==> src/sfc_pkg.sv <==
// Constants and types for the serial flash command sequencer.
// Assumes a single 100 MHz core clock and a single-lane mode-0 flash.
//
// Overview of operation
// - Fast read: 0x0B, address, dummy, data stream.
// - Write status: 0x01 plus exactly one byte.
// - Page program: 0x02, address, data bytes.
// - Sector erase: 0x20 plus address only.
// - Never drive flash hold or write-protect.
// - Reset pin low tri-states clock, data, select.
// - Second chip select unaffected by reset pin.
// - Program flash on command once firmware valid.
// - Control port paced by slowest party.
// - Single lane, mode 0 for every command.
// - Boot: enable, poll latch, clear status.
// - Enable and poll latch before program/erase.
// - Status bit0 busy, bit1 enable latch.
package sfc_pkg;

  // ----------------------------------------------------------------
  // Opcodes and status fields
  // ----------------------------------------------------------------
  localparam logic [7:0] OP_FAST_READ = 8'h0B;
  localparam logic [7:0] OP_READ_STATUS = 8'h05;
  localparam logic [7:0] OP_WRITE_STATUS = 8'h01;
  localparam logic [7:0] OP_WRITE_ENABLE = 8'h06;
  localparam logic [7:0] OP_PAGE_PROGRAM = 8'h02;
  localparam logic [7:0] OP_SECTOR_ERASE = 8'h20;
  localparam logic [7:0] OP_CHIP_ERASE = 8'hC7;
  localparam int STATUS_WRITE_IN_PROGRESS_BIT = 0;
  localparam int STATUS_WRITE_ENABLE_LATCH_BIT = 1;
  localparam logic [7:0] STATUS_BOOT_VALUE = 8'h00;
  localparam logic [7:0] STATUS_RESET = 8'h00;
  localparam logic [7:0] DUMMY_BYTE = 8'h00;

  // ----------------------------------------------------------------
  // Timing
  // ----------------------------------------------------------------
  localparam int CLK_PERIOD_NS = 10;
  localparam int CS_HIGH_NS = 200;
  localparam int CS_HIGH_CYC = (CS_HIGH_NS + CLK_PERIOD_NS - 1) / CLK_PERIOD_NS;
  localparam int SCLK_HALF_CYC = 2;

  // Commands accepted on the control port.
  typedef enum logic [2:0] {
    CMD_FAST_READ,
    CMD_READ_STATUS,
    CMD_WRITE_STATUS,
    CMD_WRITE_ENABLE,
    CMD_PAGE_PROGRAM,
    CMD_SECTOR_ERASE,
    CMD_CHIP_ERASE
  } sfc_cmd_t;

endpackage

==> src/sfc_seq.sv <==
// Serial flash command sequencer: command port in, mode-0 flash pins out.
// Assumes the command port and firmware flag come from clk logic; the
// reset pin and the flash data-in pin are asynchronous and are synchronised.
`timescale 1ns/1ps
`default_nettype none
module sfc_seq
  import sfc_pkg::*;
#(
  parameter int LEN_W = 16,
  parameter int HALF_CYC = SCLK_HALF_CYC
) (
  input wire logic clk,
  input wire logic arst_n,
  input wire logic reset_in_n,
  input wire logic fw_valid,
  input wire logic cmd_valid,
  output logic cmd_ready,
  input wire sfc_cmd_t cmd_op,
  input wire logic [23:0] cmd_addr,
  input wire logic [LEN_W-1:0] cmd_len,
  input wire logic [7:0] cmd_status,
  input wire logic wr_valid,
  output logic wr_ready,
  input wire logic [7:0] wr_data,
  output logic rd_valid,
  output logic [7:0] rd_data,
  output logic [7:0] status,
  output logic busy,
  output logic done,
  output logic flash_sclk,
  output logic flash_sclk_oe,
  output logic flash_mosi,
  output logic flash_mosi_oe,
  output logic flash_cs0_n,
  output logic flash_cs0_oe,
  output logic flash_cs1_n,
  input wire logic flash_miso
);

  // ----------------------------------------------------------------
  // Synchronisers
  // ----------------------------------------------------------------
  logic rst_meta_r, rst_s_r, miso_meta_r, miso_s_r;

  // Two stages each; only the second stage is read by the logic.
  always_ff @(posedge clk or negedge arst_n) begin
    if (!arst_n) begin
      rst_meta_r <= 1'b0;
      rst_s_r <= 1'b0;
      miso_meta_r <= 1'b0;
      miso_s_r <= 1'b0;
    end else begin
      rst_meta_r <= reset_in_n;
      rst_s_r <= rst_meta_r;
      miso_meta_r <= flash_miso;
      miso_s_r <= miso_meta_r;
    end
  end

  function automatic logic needs_we(input sfc_cmd_t op);
    needs_we = (op == CMD_WRITE_STATUS) || (op == CMD_PAGE_PROGRAM) ||
               (op == CMD_SECTOR_ERASE) || (op == CMD_CHIP_ERASE);
  endfunction

  // ----------------------------------------------------------------
  // Byte engine
  // ----------------------------------------------------------------
  typedef enum logic [1:0] {X_IDLE, X_RUN, X_WAIT, X_GAP} sfc_xst_t;
  localparam int GAP_W = $clog2(CS_HIGH_CYC + 1);
  localparam int TK_W = $clog2(HALF_CYC + 1);

  sfc_xst_t x_r, x_nxt;
  logic sclk_r, sclk_nxt, cs_r, cs_nxt, mosi_r, mosi_nxt;
  logic [TK_W-1:0] tk_r, tk_nxt;
  logic [2:0] bit_r, bit_nxt, hleft_r, hleft_nxt;
  logic [7:0] tx_r, tx_nxt, rx_r, rx_nxt, rdd_r, rdd_nxt;
  logic [39:0] hdr_r, hdr_nxt;
  logic [LEN_W-1:0] dleft_r, dleft_nxt;
  logic dwr_r, dwr_nxt, crd_r, crd_nxt, rdv_r, rdv_nxt;
  logic [GAP_W-1:0] gap_r, gap_nxt;
  logic x_start, x_done;
  logic [39:0] d_hdr;
  logic [2:0] d_n;
  logic [LEN_W-1:0] d_len;
  logic d_wr;

  assign x_done = (x_r == X_GAP) && (gap_r == '0);
  assign wr_ready = (x_r == X_WAIT) && rst_s_r;

  // Mode 0: clock idles low, data moves on the falling edge and is
  // sampled on the rising one; the synchronised data-in lags two cycles,
  // so it is taken at the falling tick, which still sees the bit.
  always_comb begin
    x_nxt = x_r;
    sclk_nxt = sclk_r;
    cs_nxt = cs_r;
    mosi_nxt = mosi_r;
    tk_nxt = tk_r;
    bit_nxt = bit_r;
    hleft_nxt = hleft_r;
    tx_nxt = tx_r;
    rx_nxt = rx_r;
    rdd_nxt = rdd_r;
    hdr_nxt = hdr_r;
    dleft_nxt = dleft_r;
    dwr_nxt = dwr_r;
    crd_nxt = crd_r;
    rdv_nxt = 1'b0;
    gap_nxt = gap_r;
    case (x_r)
      X_IDLE: begin
        cs_nxt = 1'b1;
        if (x_start) begin
          x_nxt = X_RUN;
          cs_nxt = 1'b0;
          tx_nxt = d_hdr[39:32];
          mosi_nxt = d_hdr[39];
          hdr_nxt = {d_hdr[31:0], 8'h00};
          hleft_nxt = d_n - 3'd1;
          dleft_nxt = d_len;
          dwr_nxt = d_wr;
          crd_nxt = 1'b0;
          bit_nxt = 3'd0;
          tk_nxt = '0;
        end
      end
      X_RUN: begin
        if (tk_r == TK_W'(HALF_CYC - 1)) begin
          tk_nxt = '0;
          if (!sclk_r) begin
            sclk_nxt = 1'b1;
          end else begin
            sclk_nxt = 1'b0;
            rx_nxt = {rx_r[6:0], miso_s_r};
            if (bit_r != 3'd7) begin
              bit_nxt = bit_r + 3'd1;
              tx_nxt = {tx_r[6:0], 1'b0};
              mosi_nxt = tx_r[6];
            end else begin
              bit_nxt = 3'd0;
              if (crd_r) begin
                rdv_nxt = 1'b1;
                rdd_nxt = {rx_r[6:0], miso_s_r};
              end
              if (hleft_r != 3'd0) begin
                tx_nxt = hdr_r[39:32];
                mosi_nxt = hdr_r[39];
                hdr_nxt = {hdr_r[31:0], 8'h00};
                hleft_nxt = hleft_r - 3'd1;
              end else if (dleft_r != '0 && dwr_r) begin
                x_nxt = X_WAIT; // Program data streams until the count ends.
              end else if (dleft_r != '0) begin
                tx_nxt = DUMMY_BYTE;
                mosi_nxt = 1'b0;
                crd_nxt = 1'b1; // Read data keeps flowing under one select.
                dleft_nxt = dleft_r - LEN_W'(1);
              end else begin
                // Select rises a cycle after the last falling clock edge, never with it.
                x_nxt = X_GAP;
                gap_nxt = GAP_W'(CS_HIGH_CYC);
              end
            end
          end
        end else begin
          tk_nxt = tk_r + TK_W'(1);
        end
      end
      X_WAIT: begin
        // Clock holds low while the data source stalls; mode 0 allows it.
        if (wr_valid) begin
          x_nxt = X_RUN;
          tx_nxt = wr_data;
          mosi_nxt = wr_data[7];
          dleft_nxt = dleft_r - LEN_W'(1);
          tk_nxt = '0;
        end
      end
      X_GAP: begin
        cs_nxt = 1'b1;
        if (gap_r == '0) begin
          x_nxt = X_IDLE;
        end else begin
          gap_nxt = gap_r - GAP_W'(1);
        end
      end
      default: x_nxt = X_IDLE;
    endcase
    if (!rst_s_r) begin
      x_nxt = X_IDLE;
      sclk_nxt = 1'b0;
      // A cut frame drops the clock first; the select follows once it is low.
      cs_nxt = sclk_r ? cs_r : 1'b1;
    end
  end

  always_ff @(posedge clk or negedge arst_n) begin
    if (!arst_n) begin
      x_r <= X_IDLE;
      sclk_r <= 1'b0;
      cs_r <= 1'b1;
      mosi_r <= 1'b0;
      tk_r <= '0;
      bit_r <= 3'd0;
      hleft_r <= 3'd0;
      tx_r <= 8'h00;
      rx_r <= 8'h00;
      rdd_r <= 8'h00;
      hdr_r <= 40'h0;
      dleft_r <= '0;
      dwr_r <= 1'b0;
      crd_r <= 1'b0;
      rdv_r <= 1'b0;
      gap_r <= '0;
    end else begin
      x_r <= x_nxt;
      sclk_r <= sclk_nxt;
      cs_r <= cs_nxt;
      mosi_r <= mosi_nxt;
      tk_r <= tk_nxt;
      bit_r <= bit_nxt;
      hleft_r <= hleft_nxt;
      tx_r <= tx_nxt;
      rx_r <= rx_nxt;
      rdd_r <= rdd_nxt;
      hdr_r <= hdr_nxt;
      dleft_r <= dleft_nxt;
      dwr_r <= dwr_nxt;
      crd_r <= crd_nxt;
      rdv_r <= rdv_nxt;
      gap_r <= gap_nxt;
    end
  end

  // Pins released while the reset pin is low; hold and write-protect
  // have no pin here at all, so they are never driven.
  assign flash_sclk = sclk_r;
  assign flash_mosi = mosi_r;
  assign flash_cs0_n = cs_r;
  assign flash_sclk_oe = rst_s_r;
  assign flash_mosi_oe = rst_s_r;
  assign flash_cs0_oe = rst_s_r;
  assign flash_cs1_n = 1'b1; // Second select is never used nor released.
  assign rd_valid = rdv_r;
  assign rd_data = rdd_r;

  // ----------------------------------------------------------------
  // Command sequencer
  // ----------------------------------------------------------------
  typedef enum logic [2:0] {S_IDLE, S_ENABLE, S_POLL_LATCH, S_OP, S_POLL_BUSY} sfc_sst_t;

  sfc_sst_t s_r, s_nxt;
  sfc_cmd_t op_r, op_nxt;
  logic [23:0] addr_r, addr_nxt;
  logic [LEN_W-1:0] len_r, len_nxt;
  logic [7:0] wst_r, wst_nxt, stat_r, stat_nxt;
  logic boot_pend_r, boot_pend_nxt, iss_r, iss_nxt, done_r, done_nxt;

  // Commands are only taken once firmware is up; the ready handshake
  // lets the control-port side move at its own pace.
  assign cmd_ready = (s_r == S_IDLE) && !boot_pend_r && fw_valid && rst_s_r;
  assign x_start = (s_r != S_IDLE) && (x_r == X_IDLE) && !iss_r && rst_s_r;

  // Descriptor of the transfer the current step needs.
  always_comb begin
    d_hdr = {OP_READ_STATUS, 32'h0};
    d_n = 3'd1;
    d_len = LEN_W'(1);
    d_wr = 1'b0;
    case (s_r)
      S_ENABLE: begin
        d_hdr = {OP_WRITE_ENABLE, 32'h0}; // Opcode alone.
        d_len = '0;
      end
      S_OP: begin
        d_len = '0;
        case (op_r)
          CMD_FAST_READ: begin
            d_hdr = {OP_FAST_READ, addr_r, DUMMY_BYTE};
            d_n = 3'd5;
            d_len = len_r;
          end
          CMD_READ_STATUS: d_len = LEN_W'(1);
          CMD_WRITE_STATUS: begin
            d_hdr = {OP_WRITE_STATUS, wst_r, 24'h0}; // One byte only.
            d_n = 3'd2;
          end
          CMD_WRITE_ENABLE: d_hdr = {OP_WRITE_ENABLE, 32'h0};
          CMD_PAGE_PROGRAM: begin
            d_hdr = {OP_PAGE_PROGRAM, addr_r, 8'h00};
            d_n = 3'd4;
            d_len = len_r;
            d_wr = 1'b1;
          end
          CMD_SECTOR_ERASE: begin
            d_hdr = {OP_SECTOR_ERASE, addr_r, 8'h00};
            d_n = 3'd4;
          end
          CMD_CHIP_ERASE: d_hdr = {OP_CHIP_ERASE, 32'h0};
          default: d_hdr = {OP_READ_STATUS, 32'h0};
        endcase
      end
      default: d_hdr = {OP_READ_STATUS, 32'h0};
    endcase
  end

  // Write-type commands are wrapped in enable, latch poll and busy poll.
  always_comb begin
    s_nxt = s_r;
    op_nxt = op_r;
    addr_nxt = addr_r;
    len_nxt = len_r;
    wst_nxt = wst_r;
    stat_nxt = stat_r;
    boot_pend_nxt = boot_pend_r;
    iss_nxt = iss_r;
    done_nxt = 1'b0;
    if (x_start) begin
      iss_nxt = 1'b1;
    end
    case (s_r)
      S_IDLE: begin
        if (boot_pend_r && rst_s_r) begin
          op_nxt = CMD_WRITE_STATUS; // Boot clears all protection.
          wst_nxt = STATUS_BOOT_VALUE;
          boot_pend_nxt = 1'b0;
          s_nxt = S_ENABLE;
        end else if (cmd_valid && cmd_ready) begin
          op_nxt = cmd_op;
          addr_nxt = cmd_addr;
          len_nxt = cmd_len;
          wst_nxt = cmd_status;
          s_nxt = needs_we(cmd_op) ? S_ENABLE : S_OP;
        end
      end
      default: begin
        if (x_done) begin
          iss_nxt = 1'b0;
          if (s_r != S_ENABLE && !(s_r == S_OP && op_r != CMD_READ_STATUS)) begin
            stat_nxt = rd_data;
          end
          case (s_r)
            S_ENABLE: s_nxt = S_POLL_LATCH;
            S_POLL_LATCH: begin
              if (rd_data[STATUS_WRITE_ENABLE_LATCH_BIT]) begin
                s_nxt = S_OP;
              end
            end
            S_OP: begin
              if (needs_we(op_r)) begin
                s_nxt = S_POLL_BUSY;
              end else begin
                s_nxt = S_IDLE;
                done_nxt = 1'b1;
              end
            end
            default: begin
              if (!rd_data[STATUS_WRITE_IN_PROGRESS_BIT]) begin
                s_nxt = S_IDLE;
                done_nxt = 1'b1;
              end
            end
          endcase
        end
      end
    endcase
    if (!rst_s_r) begin
      s_nxt = S_IDLE;
      iss_nxt = 1'b0;
      boot_pend_nxt = 1'b1;
    end
  end

  always_ff @(posedge clk or negedge arst_n) begin
    if (!arst_n) begin
      s_r <= S_IDLE;
      op_r <= CMD_FAST_READ;
      addr_r <= 24'h0;
      len_r <= '0;
      wst_r <= STATUS_RESET;
      stat_r <= STATUS_RESET;
      boot_pend_r <= 1'b1;
      iss_r <= 1'b0;
      done_r <= 1'b0;
    end else begin
      s_r <= s_nxt;
      op_r <= op_nxt;
      addr_r <= addr_nxt;
      len_r <= len_nxt;
      wst_r <= wst_nxt;
      stat_r <= stat_nxt;
      boot_pend_r <= boot_pend_nxt;
      iss_r <= iss_nxt;
      done_r <= done_nxt;
    end
  end

  assign status = stat_r;
  assign busy = (s_r != S_IDLE);
  assign done = done_r;

  // ----------------------------------------------------------------
  // Checks
  // ----------------------------------------------------------------
  pins_released_a: assert property (@(posedge clk) disable iff (!arst_n)
    !rst_s_r |-> !flash_sclk_oe && !flash_mosi_oe && !flash_cs0_oe)
    else $error("flash pins driven while reset pin low");
  cs1_held_a: assert property (@(posedge clk) disable iff (!arst_n)
    $fell(rst_s_r) |-> flash_cs1_n [*4])
    else $error("second select moved");
  mode0_idle_a: assert property (@(posedge clk) disable iff (!arst_n)
    $changed(flash_cs0_n) |-> !flash_sclk && !$past(flash_sclk))
    else $error("select moved with clock high");
  latch_before_op_a: assert property (@(posedge clk) disable iff (!arst_n)
    x_start && s_r == S_OP && needs_we(op_r) |-> stat_r[STATUS_WRITE_ENABLE_LATCH_BIT])
    else $error("write-type command without enable latch");
  status_one_byte_a: assert property (@(posedge clk) disable iff (!arst_n)
    x_start && s_r == S_OP && op_r == CMD_WRITE_STATUS |-> d_n == 3'd2 && d_len == '0)
    else $error("status write not single byte");
  busy_clear_a: assert property (@(posedge clk) disable iff (!arst_n)
    done && needs_we(op_r) |-> !stat_r[STATUS_WRITE_IN_PROGRESS_BIT])
    else $error("done while flash still busy");
  cmd_gated_a: assert property (@(posedge clk) disable iff (!arst_n)
    cmd_valid && cmd_ready |=> busy && !done)
    else $error("command not started");
  boot_clear_a: assert property (@(posedge clk) disable iff (!arst_n)
    $fell(boot_pend_r) && rst_s_r |-> s_r == S_ENABLE && wst_r == STATUS_BOOT_VALUE)
    else $error("boot sequence wrong");
  first_byte_a: assert property (@(posedge clk) disable iff (!arst_n)
    x_start && s_r == S_OP && op_r == CMD_FAST_READ |=> tx_r == OP_FAST_READ ##0 hleft_r == 3'd4)
    else $error("fast read header wrong");

endmodule
`default_nettype wire

==> config.mk <==
export PLATFORM = sky130hd
export DESIGN_NAME = sfc_seq
export DESIGN_NICKNAME = d
export VERILOG_FILES = /design/src/sfc_pkg.sv /design/src/sfc_seq.sv
export SDC_FILE = /design/constraint.sdc
export NUM_CORES = 1
export LEC_CHECK = 0
export BUFFER_PORTS_ARGS = -buffer_cell sky130_fd_sc_hd__clkbuf_2
export CORE_UTILIZATION = 57
export CTS_BUF_LIST = sky130_fd_sc_hd__clkbuf_4
export DETAILED_ROUTE_END_ITERATION = 12
export PLACE_DENSITY_LB_ADDON = 0.2
export SETUP_SLACK_MARGIN = 0.05
export SKIP_CTS_REPAIR_TIMING = 1
export SYNTH_ARGS = -nofsm -noshare
export SYNTH_HDL_FRONTEND = slang
export SYNTH_SLANG_ARGS = --single-unit
==> constraint.sdc <==
create_clock -name clk -period 2.82 [get_ports clk]
set_clock_uncertainty 0.05 [all_clocks]
set_input_delay 0.141 -clock clk [delete_from_list [all_inputs] [get_ports clk]]
set_output_delay 0.141 -clock clk [all_outputs]
set_load 0.01 [all_outputs]
# Word level (Yosys, flattened, before mapping)
# Cells that the tools add are included.
classes:
  add_sub_neg: 6
  n_eq_ne: 51
  n_mux: 122
  bitwise_logic: 3
  reduce_logical: 54
ops:
  columns: ["operator", "count"]
  rows:
  - ["case mux 40 bit (6 select lines)", 1]
  - ["two-way mux 40 bit", 5]
  - ["case mux 40 bit (2 select lines)", 2]
  - ["two-way mux 16 bit", 8]
  - ["case mux 16 bit (2 select lines)", 2]
  - ["two-way mux 3 bit", 20]
  - ["two-way mux 7 bit", 8]
  - ["case mux 16 bit (3 select lines)", 1]
  - ["two-way mux 1 bit", 40]
  - ["two-way mux 5 bit", 7]
  - ["two-way mux 2 bit", 14]
  - ["inequality test 2 bit (second input constant)", 12]
  - ["AND reduction 8 bit", 3]
  - ["inequality test 3 bit (second input constant)", 7]
  - ["case mux 7 bit (3 select lines)", 1]
  - ["== test 3 bit (second input constant)", 6]
  - ["case mux 3 bit (3 select lines)", 2]
  - ["two-way mux 8 bit", 2]
  - ["inequality test 4 bit (second input constant)", 4]
  - ["nonzero test 16 bit", 1]
  - ["subtractor 16 x 1 -> 16 bit (second input constant)", 1]
  - ["== test 3 x 2 -> 1 bit (second input constant)", 5]
  - ["logical AND 1 bit", 13]
  - ["inequality test 3 x 1 -> 1 bit (second input constant)", 4]
  - ["33 further kinds", 67]
totals:
  register_bits: 168
  input_bits: 66
  output_inout_bits: 28
  wordCells: 265

# Logic depth before layout (Yosys ltp)
depth:
  depth_word: 9
  mapped_depth: 11
  depth_no_buf: 9

# Worst setup path after synthesis
# OpenSTA, ideal clock, no wires.
synth_timing:
  kind: "register to register"
  start: "reg x_r[1]"
  end: "reg hleft_r[2]"
  setup_ns: 0.121
  arrival_time_ns: 2.173
  required_ns: 2.649
  path_slack_ns: 0.476
  stages_incl_launch_ff: 11
  path_buffers: 2
  period_less_slack_ns: 2.344
  cell_sequence: "dfrtp_1 inv_1 ha_1 buf_2 buf_1 nor4_2 a21oi_1 ha_1 nor2_1 a21oi_1 o22a_1"
synth_via:
  elab_chain_cells: 6
  word_cells_on_any_way: 13
  cone_classes: "eq/ne (6); mux (1); reduce/logical (6)"
synth_rtl:
  columns: ["element", "line", "source"]
  rows:
  - ["start, declared", "sfc_seq.sv:72", "sfc_xst_t x_r, x_nxt;"]
  - ["start signal, assigned", "sfc_seq.sv:215", "x_r <= x_nxt;"]
  - ["zero test 2 bit", "sfc_seq.sv:110, sfc_seq.sv:261", null]
  - ["logical AND 1 bit (3 in a row)", "sfc_seq.sv:261", "assign x_start = (s_r != S_IDLE) && (x_r == X_IDLE) && !iss_r && rst_s_r;"]
  - ["inequality test 2 bit (no line)", null, null]
  - ["AND reduction 6 bit (no line)", null, null]
  - ["end signal, assigned", "sfc_seq.sv:221", "hleft_r <= hleft_nxt;"]
  - ["end, declared", "sfc_seq.sv:75", "logic [2:0] bit_r, bit_nxt, hleft_r, hleft_nxt;"]
# Several ways; a longest one is shown, not always the timed one.
# A chain may end at the register's enable or synchronous reset.

# Final worst setup path
layout_timing:
  start: "reg bit_r[0]"
  end: "reg gap_r[2]"
layout_via:
  elab_chain_cells: 3
layout_rtl:
  columns: ["element", "line", "source"]
  rows:
  - ["start, declared", "sfc_seq.sv:75", null]
  - ["start signal, assigned", "sfc_seq.sv:220", "bit_r <= bit_nxt;"]
  - ["inequality test 3 bit", "sfc_seq.sv:135", "if (bit_r != 3'd7) begin"]
  - ["inequality test 2 bit (no line)", null, null]
  - ["AND reduction 8 bit (no line)", null, null]
  - ["end signal, assigned", "sfc_seq.sv:230", "gap_r <= gap_nxt;"]
  - ["end, declared", "sfc_seq.sv:80", "logic [GAP_W-1:0] gap_r, gap_nxt;"]
# Every way passes these cells.

==> impl_metrics.prom <==
# TYPE chip_impl_metric gauge
chip_impl_metric{name="drc",unit=""} 0
chip_impl_metric{name="clock_sinks",unit=""} 152
chip_impl_metric{name="detail_route.wl_per_cell",unit="um"} 17.0
chip_impl_info{name="cp-start-kind",value="flip-flop"} 1
chip_impl_metric{name="detailed_place.area",unit="um^2"} 7960
chip_impl_info{name="final_common_cell",value="nand2_1"} 1
chip_impl_metric{name="final-setup-viol-count",unit=""} 0
chip_impl_metric{name="count_of_flip_flops_with_a_built_in_enable_after_synthesis",unit=""} 0
chip_impl_metric{name="cp_max_fanout",unit=""} 6
chip_impl_metric{name="grt_pass1_vias",unit=""} 5671
chip_impl_info{name="timing.hold.worst.class",value="input port to flip-flop"} 1
chip_impl_metric{name="slowest_delay",unit="ns"} 0.64
chip_impl_metric{name="post-route-period-util",unit="%"} 87.3
chip_impl_info{name="cp-end-kind",value="flip-flop"} 1
chip_impl_info{name="slowest_stage",value="or4b_2"} 1
chip_impl_metric{name="setup_tns",unit="ns"} 0
chip_impl_metric{name="power_density",unit="nW/um^2"} 752
chip_impl_metric{name="p_clk_share",unit="%"} 18.9
chip_impl_metric{name="fin_area",unit="um^2"} 8770
chip_impl_metric{name="number_of_optimization_iterations_in_the_first_detailed_route_pass",unit=""} 6
chip_impl_metric{name="floorplan.die_area",unit="um^2"} 13200
chip_impl_metric{name="cts_htree_levels",unit=""} 4
chip_impl_metric{name="layout.cells.non_filler",unit=""} 1079
chip_impl_metric{name="post_synthesis_instance_area",unit="um^2"} 7270
chip_impl_metric{name="detail-route-antenna-nets",unit=""} 0
chip_impl_metric{name="die_height",unit="um"} 115
chip_impl_metric{name="coreArea",unit="um^2"} 12200
chip_impl_info{name="crit_chain",value="ha_1 > ha_1 > or4b_2 > nand2_1 > o2111ai_1 > nor2b_1 > a211oi_1"} 1
chip_impl_metric{name="pin_slew_with_the_least_headroom_to_its_limit",unit="ns"} 0.735
chip_impl_metric{name="combinationalPowerShare",unit="%"} 35.8
chip_impl_metric{name="sum_of_routed_wire_length_over_all_layers",unit="um"} 18400
chip_impl_metric{name="maximum_root_to_sink_buffer_count",unit=""} 2
chip_impl_metric{name="power.net_switching",unit="uW"} 2620
chip_impl_metric{name="start_util",unit="%"} 59.5
chip_impl_metric{name="timing.final.max_slew_violations",unit=""} 0
chip_impl_metric{name="netSwitchingFraction",unit="%"} 39.7
chip_impl_metric{name="io_buffer_count",unit=""} 92
chip_impl_metric{name="synth_fp_nets",unit=""} 831
chip_impl_info{name="synthFlopType",value="dfrtp_1"} 1
chip_impl_metric{name="num_rows",unit=""} 40
chip_impl_info{name="status",value="complete, no violations"} 1
chip_impl_metric{name="grt-ovfl-total",unit=""} 0
chip_impl_metric{name="clock_insertion_delay_worst_skew",unit="ns"} 0.56
chip_impl_metric{name="dpl.cell_count",unit=""} 991
chip_impl_metric{name="worstPathRequired",unit="ns"} 3.25
chip_impl_metric{name="cellLeakagePower",unit="uW"} 0.00416
chip_impl_metric{name="num-nets-final",unit=""} 976
chip_impl_metric{name="grt_usage",unit="%"} 27.6
chip_impl_metric{name="vias_post_dr",unit=""} 6299
chip_impl_metric{name="antenna_found_initial",unit=""} 0
chip_impl_metric{name="internal_power",unit="uW"} 3980
chip_impl_info{name="rsz0062_at_grt",value="false"} 1
chip_impl_metric{name="share_of_post_route_cells_with_drive_strength_above_1",unit="%"} 20.7
chip_impl_metric{name="clkSlewWorstSetupHoldPaths",unit="ns"} 0.14
chip_impl_metric{name="netlist_instances",unit=""} 753
chip_impl_info{name="layout_common_cells",value="nand2_1 (197), dfrtp_1 (150), clkbuf_2 (91)"} 1
chip_impl_metric{name="grt_max_degree",unit=""} 75
chip_impl_metric{name="synthToLayoutAreaGrowth",unit="%"} 20.7
chip_impl_metric{name="placer_congestion",unit=""} 0.900
chip_impl_metric{name="fillCellCount",unit=""} 894
chip_impl_metric{name="viasPerCell",unit=""} 5.84
chip_impl_metric{name="worst_ir_drop_vdd",unit="mV"} 0.444
chip_impl_metric{name="maxCapViolations",unit=""} 0
chip_impl_metric{name="yosysSeqAreaShare",unit="%"} 52.4
chip_impl_metric{name="die_w",unit="um"} 115
chip_impl_metric{name="grt_pass1_wl",unit="um"} 28100
chip_impl_metric{name="ys_ff_latch",unit=""} 152
chip_impl_metric{name="boundaryPins",unit=""} 94
chip_impl_metric{name="seq_power_share",unit="%"} 45.3
chip_impl_metric{name="relative_slew_slack",unit="%"} 50.7
chip_impl_metric{name="number_of_distinct_library_cell_variants_in_the_gate_level_netlist_after_synthesis",unit=""} 68
chip_impl_metric{name="synth-warning-count",unit=""} 0
chip_impl_info{name="critical_path.most_common_cell",value="ha_1"} 1
chip_impl_metric{name="antennaDiodeCount",unit=""} 0
chip_impl_metric{name="crit_arrival",unit="ns"} 2.89
chip_impl_metric{name="synth.avg_cell_area",unit="um^2"} 9.65
chip_impl_metric{name="cts_inserted_buffers",unit=""} 17
chip_impl_metric{name="dp_hpwl",unit="um"} 12200
chip_impl_info{name="cts_tree",value="built"} 1
chip_impl_metric{name="finalCriticalPeriod",unit="ns"} 2.46
chip_impl_metric{name="fmax",unit="GHz"} 0.406
chip_impl_info{name="type_of_the_worst_setup_path",value="flip-flop to flip-flop"} 1
chip_impl_metric{name="drt_first_iter_violations",unit=""} 580
chip_impl_metric{name="async_flop_share",unit="%"} 100
chip_impl_info{name="clock-root-buffer",value="clkbuf_4"} 1
chip_impl_metric{name="finalHoldViolations",unit=""} 0
through the flow:
step	power [uW]	utilization, %	hold WS (ns)	worst slack (ns)
6_report	6600	71.8	0.0128	0.359
3_3_place_gp	5210	65.2	0.162	0.507
3_5_place_dp	5280	65.2	0.165	0.410
4_1_cts	6520	67.3	-0.455	0.383
5_1_grt	7030	71.8	0.0241	0.161
2_1_floorplan	4530	-	-0.205	0.476
worst max-delay path: cells and delay by family, from the launching register on:
kind	cells	cell delay (ns)
adder cells (fa/ha/maj)	2	0.45
AND/OR/NAND/NOR	3	1.02
flip-flops	1	0.39
AO/OA/AOI/OAI	2	0.49
flip-flops by register name (all words and copies together) (netlist names), 2 cells and up:
name / flops
tk_r: 2
addr_r: 24
len_r: 16
wst_r: 8
tx_r: 7
hdr_r: 24
rx_r: 7
s_r: 3
rd_data: 8
status: 8
dleft_r: 16
bit_r: 3
hleft_r: 3
gap_r: 5
op_r: 3
x_r: 2
power groups by stage:
stage               combinational [uW]  clock, uW  sequential, uW
global placement                  2200          0            3010
CTS                               2270       1270            2980
global route                      2630       1350            3050
detailed placement                2260          0            3020
finish                            2360       1250            2990
floorplan                         1620          0            2910
metal layers:
metal	part of all wire, %	global-route usage, %	vias to the layer above
met5	0	0	-
met4	2.4	11.1	0
met3	5.3	4.80	39
met2	49	43.3	238
met1	43	38.5	3052
li1	-	-	2970
logic make-up after synthesis:
kind of cell    share of synthesized area [%]
buf+inv                                  3.63
mux                                      5.08
compound gates                           17.2
simple gates                             19.4
other cells                            0.0516
fa+ha+maj                                2.07
flops                                    52.4
xor+xnor                                0.241
path summary, 6_finish.rpt:
| check | depth (start not counted) | end | slack [ns] | from |
|---|---|---|---|---|
| max in group asynchronous | 3 | addr_r[10] | 1.79 | arst_n |
| max reg2reg | 7 | gap_r[2] | 0.36 | bit_r[0] |
| min reg2reg | 0 | flash_cs0_oe | 0.31 | rst_meta_r |
| min in group asynchronous | 2 | gap_r[3] | 0.10 | arst_n |
| min | 5 | tx_r[6] | 0.01 | wr_data[6] |
| max | 7 | gap_r[2] | 0.36 | bit_r[0] |
synthesized netlist by cell type, types with 10 or more instances:
cell	instances	area share [%]
nor2_1	29	1.5
dfrtp_1	150	52
o21ai_0	44	3.0
a222oi_1	12	1.7
nand3_1	10	0.69
o31ai_1	10	1.0
nand2_1	197	10
a22o_1	11	1.3
a21oi_1	22	1.5
ha_1	12	2.1
o21ai_1	15	1.0
nor3_1	16	1.1
clkbuf_1	27	1.4
a22oi_1	14	1.4
buf_2	13	0.90
mux2_2	28	4.3
inv_1	17	0.88
area by class of cell:
type / instances / area (um^2) / share of cell area (%)
flip-flops and latches: 152 / 3810 / 43.4
multi-input cells: 538 / 3220 / 36.7
repair buffers: 171 / 1210 / 13.8
well taps: 168 / 210 / 2.40
clock buffers: 20 / 150 / 1.71
clock inverters: 12 / 104 / 1.18
inverters: 18 / 67.6 / 0.770
(Power assumes the default switching activity.)
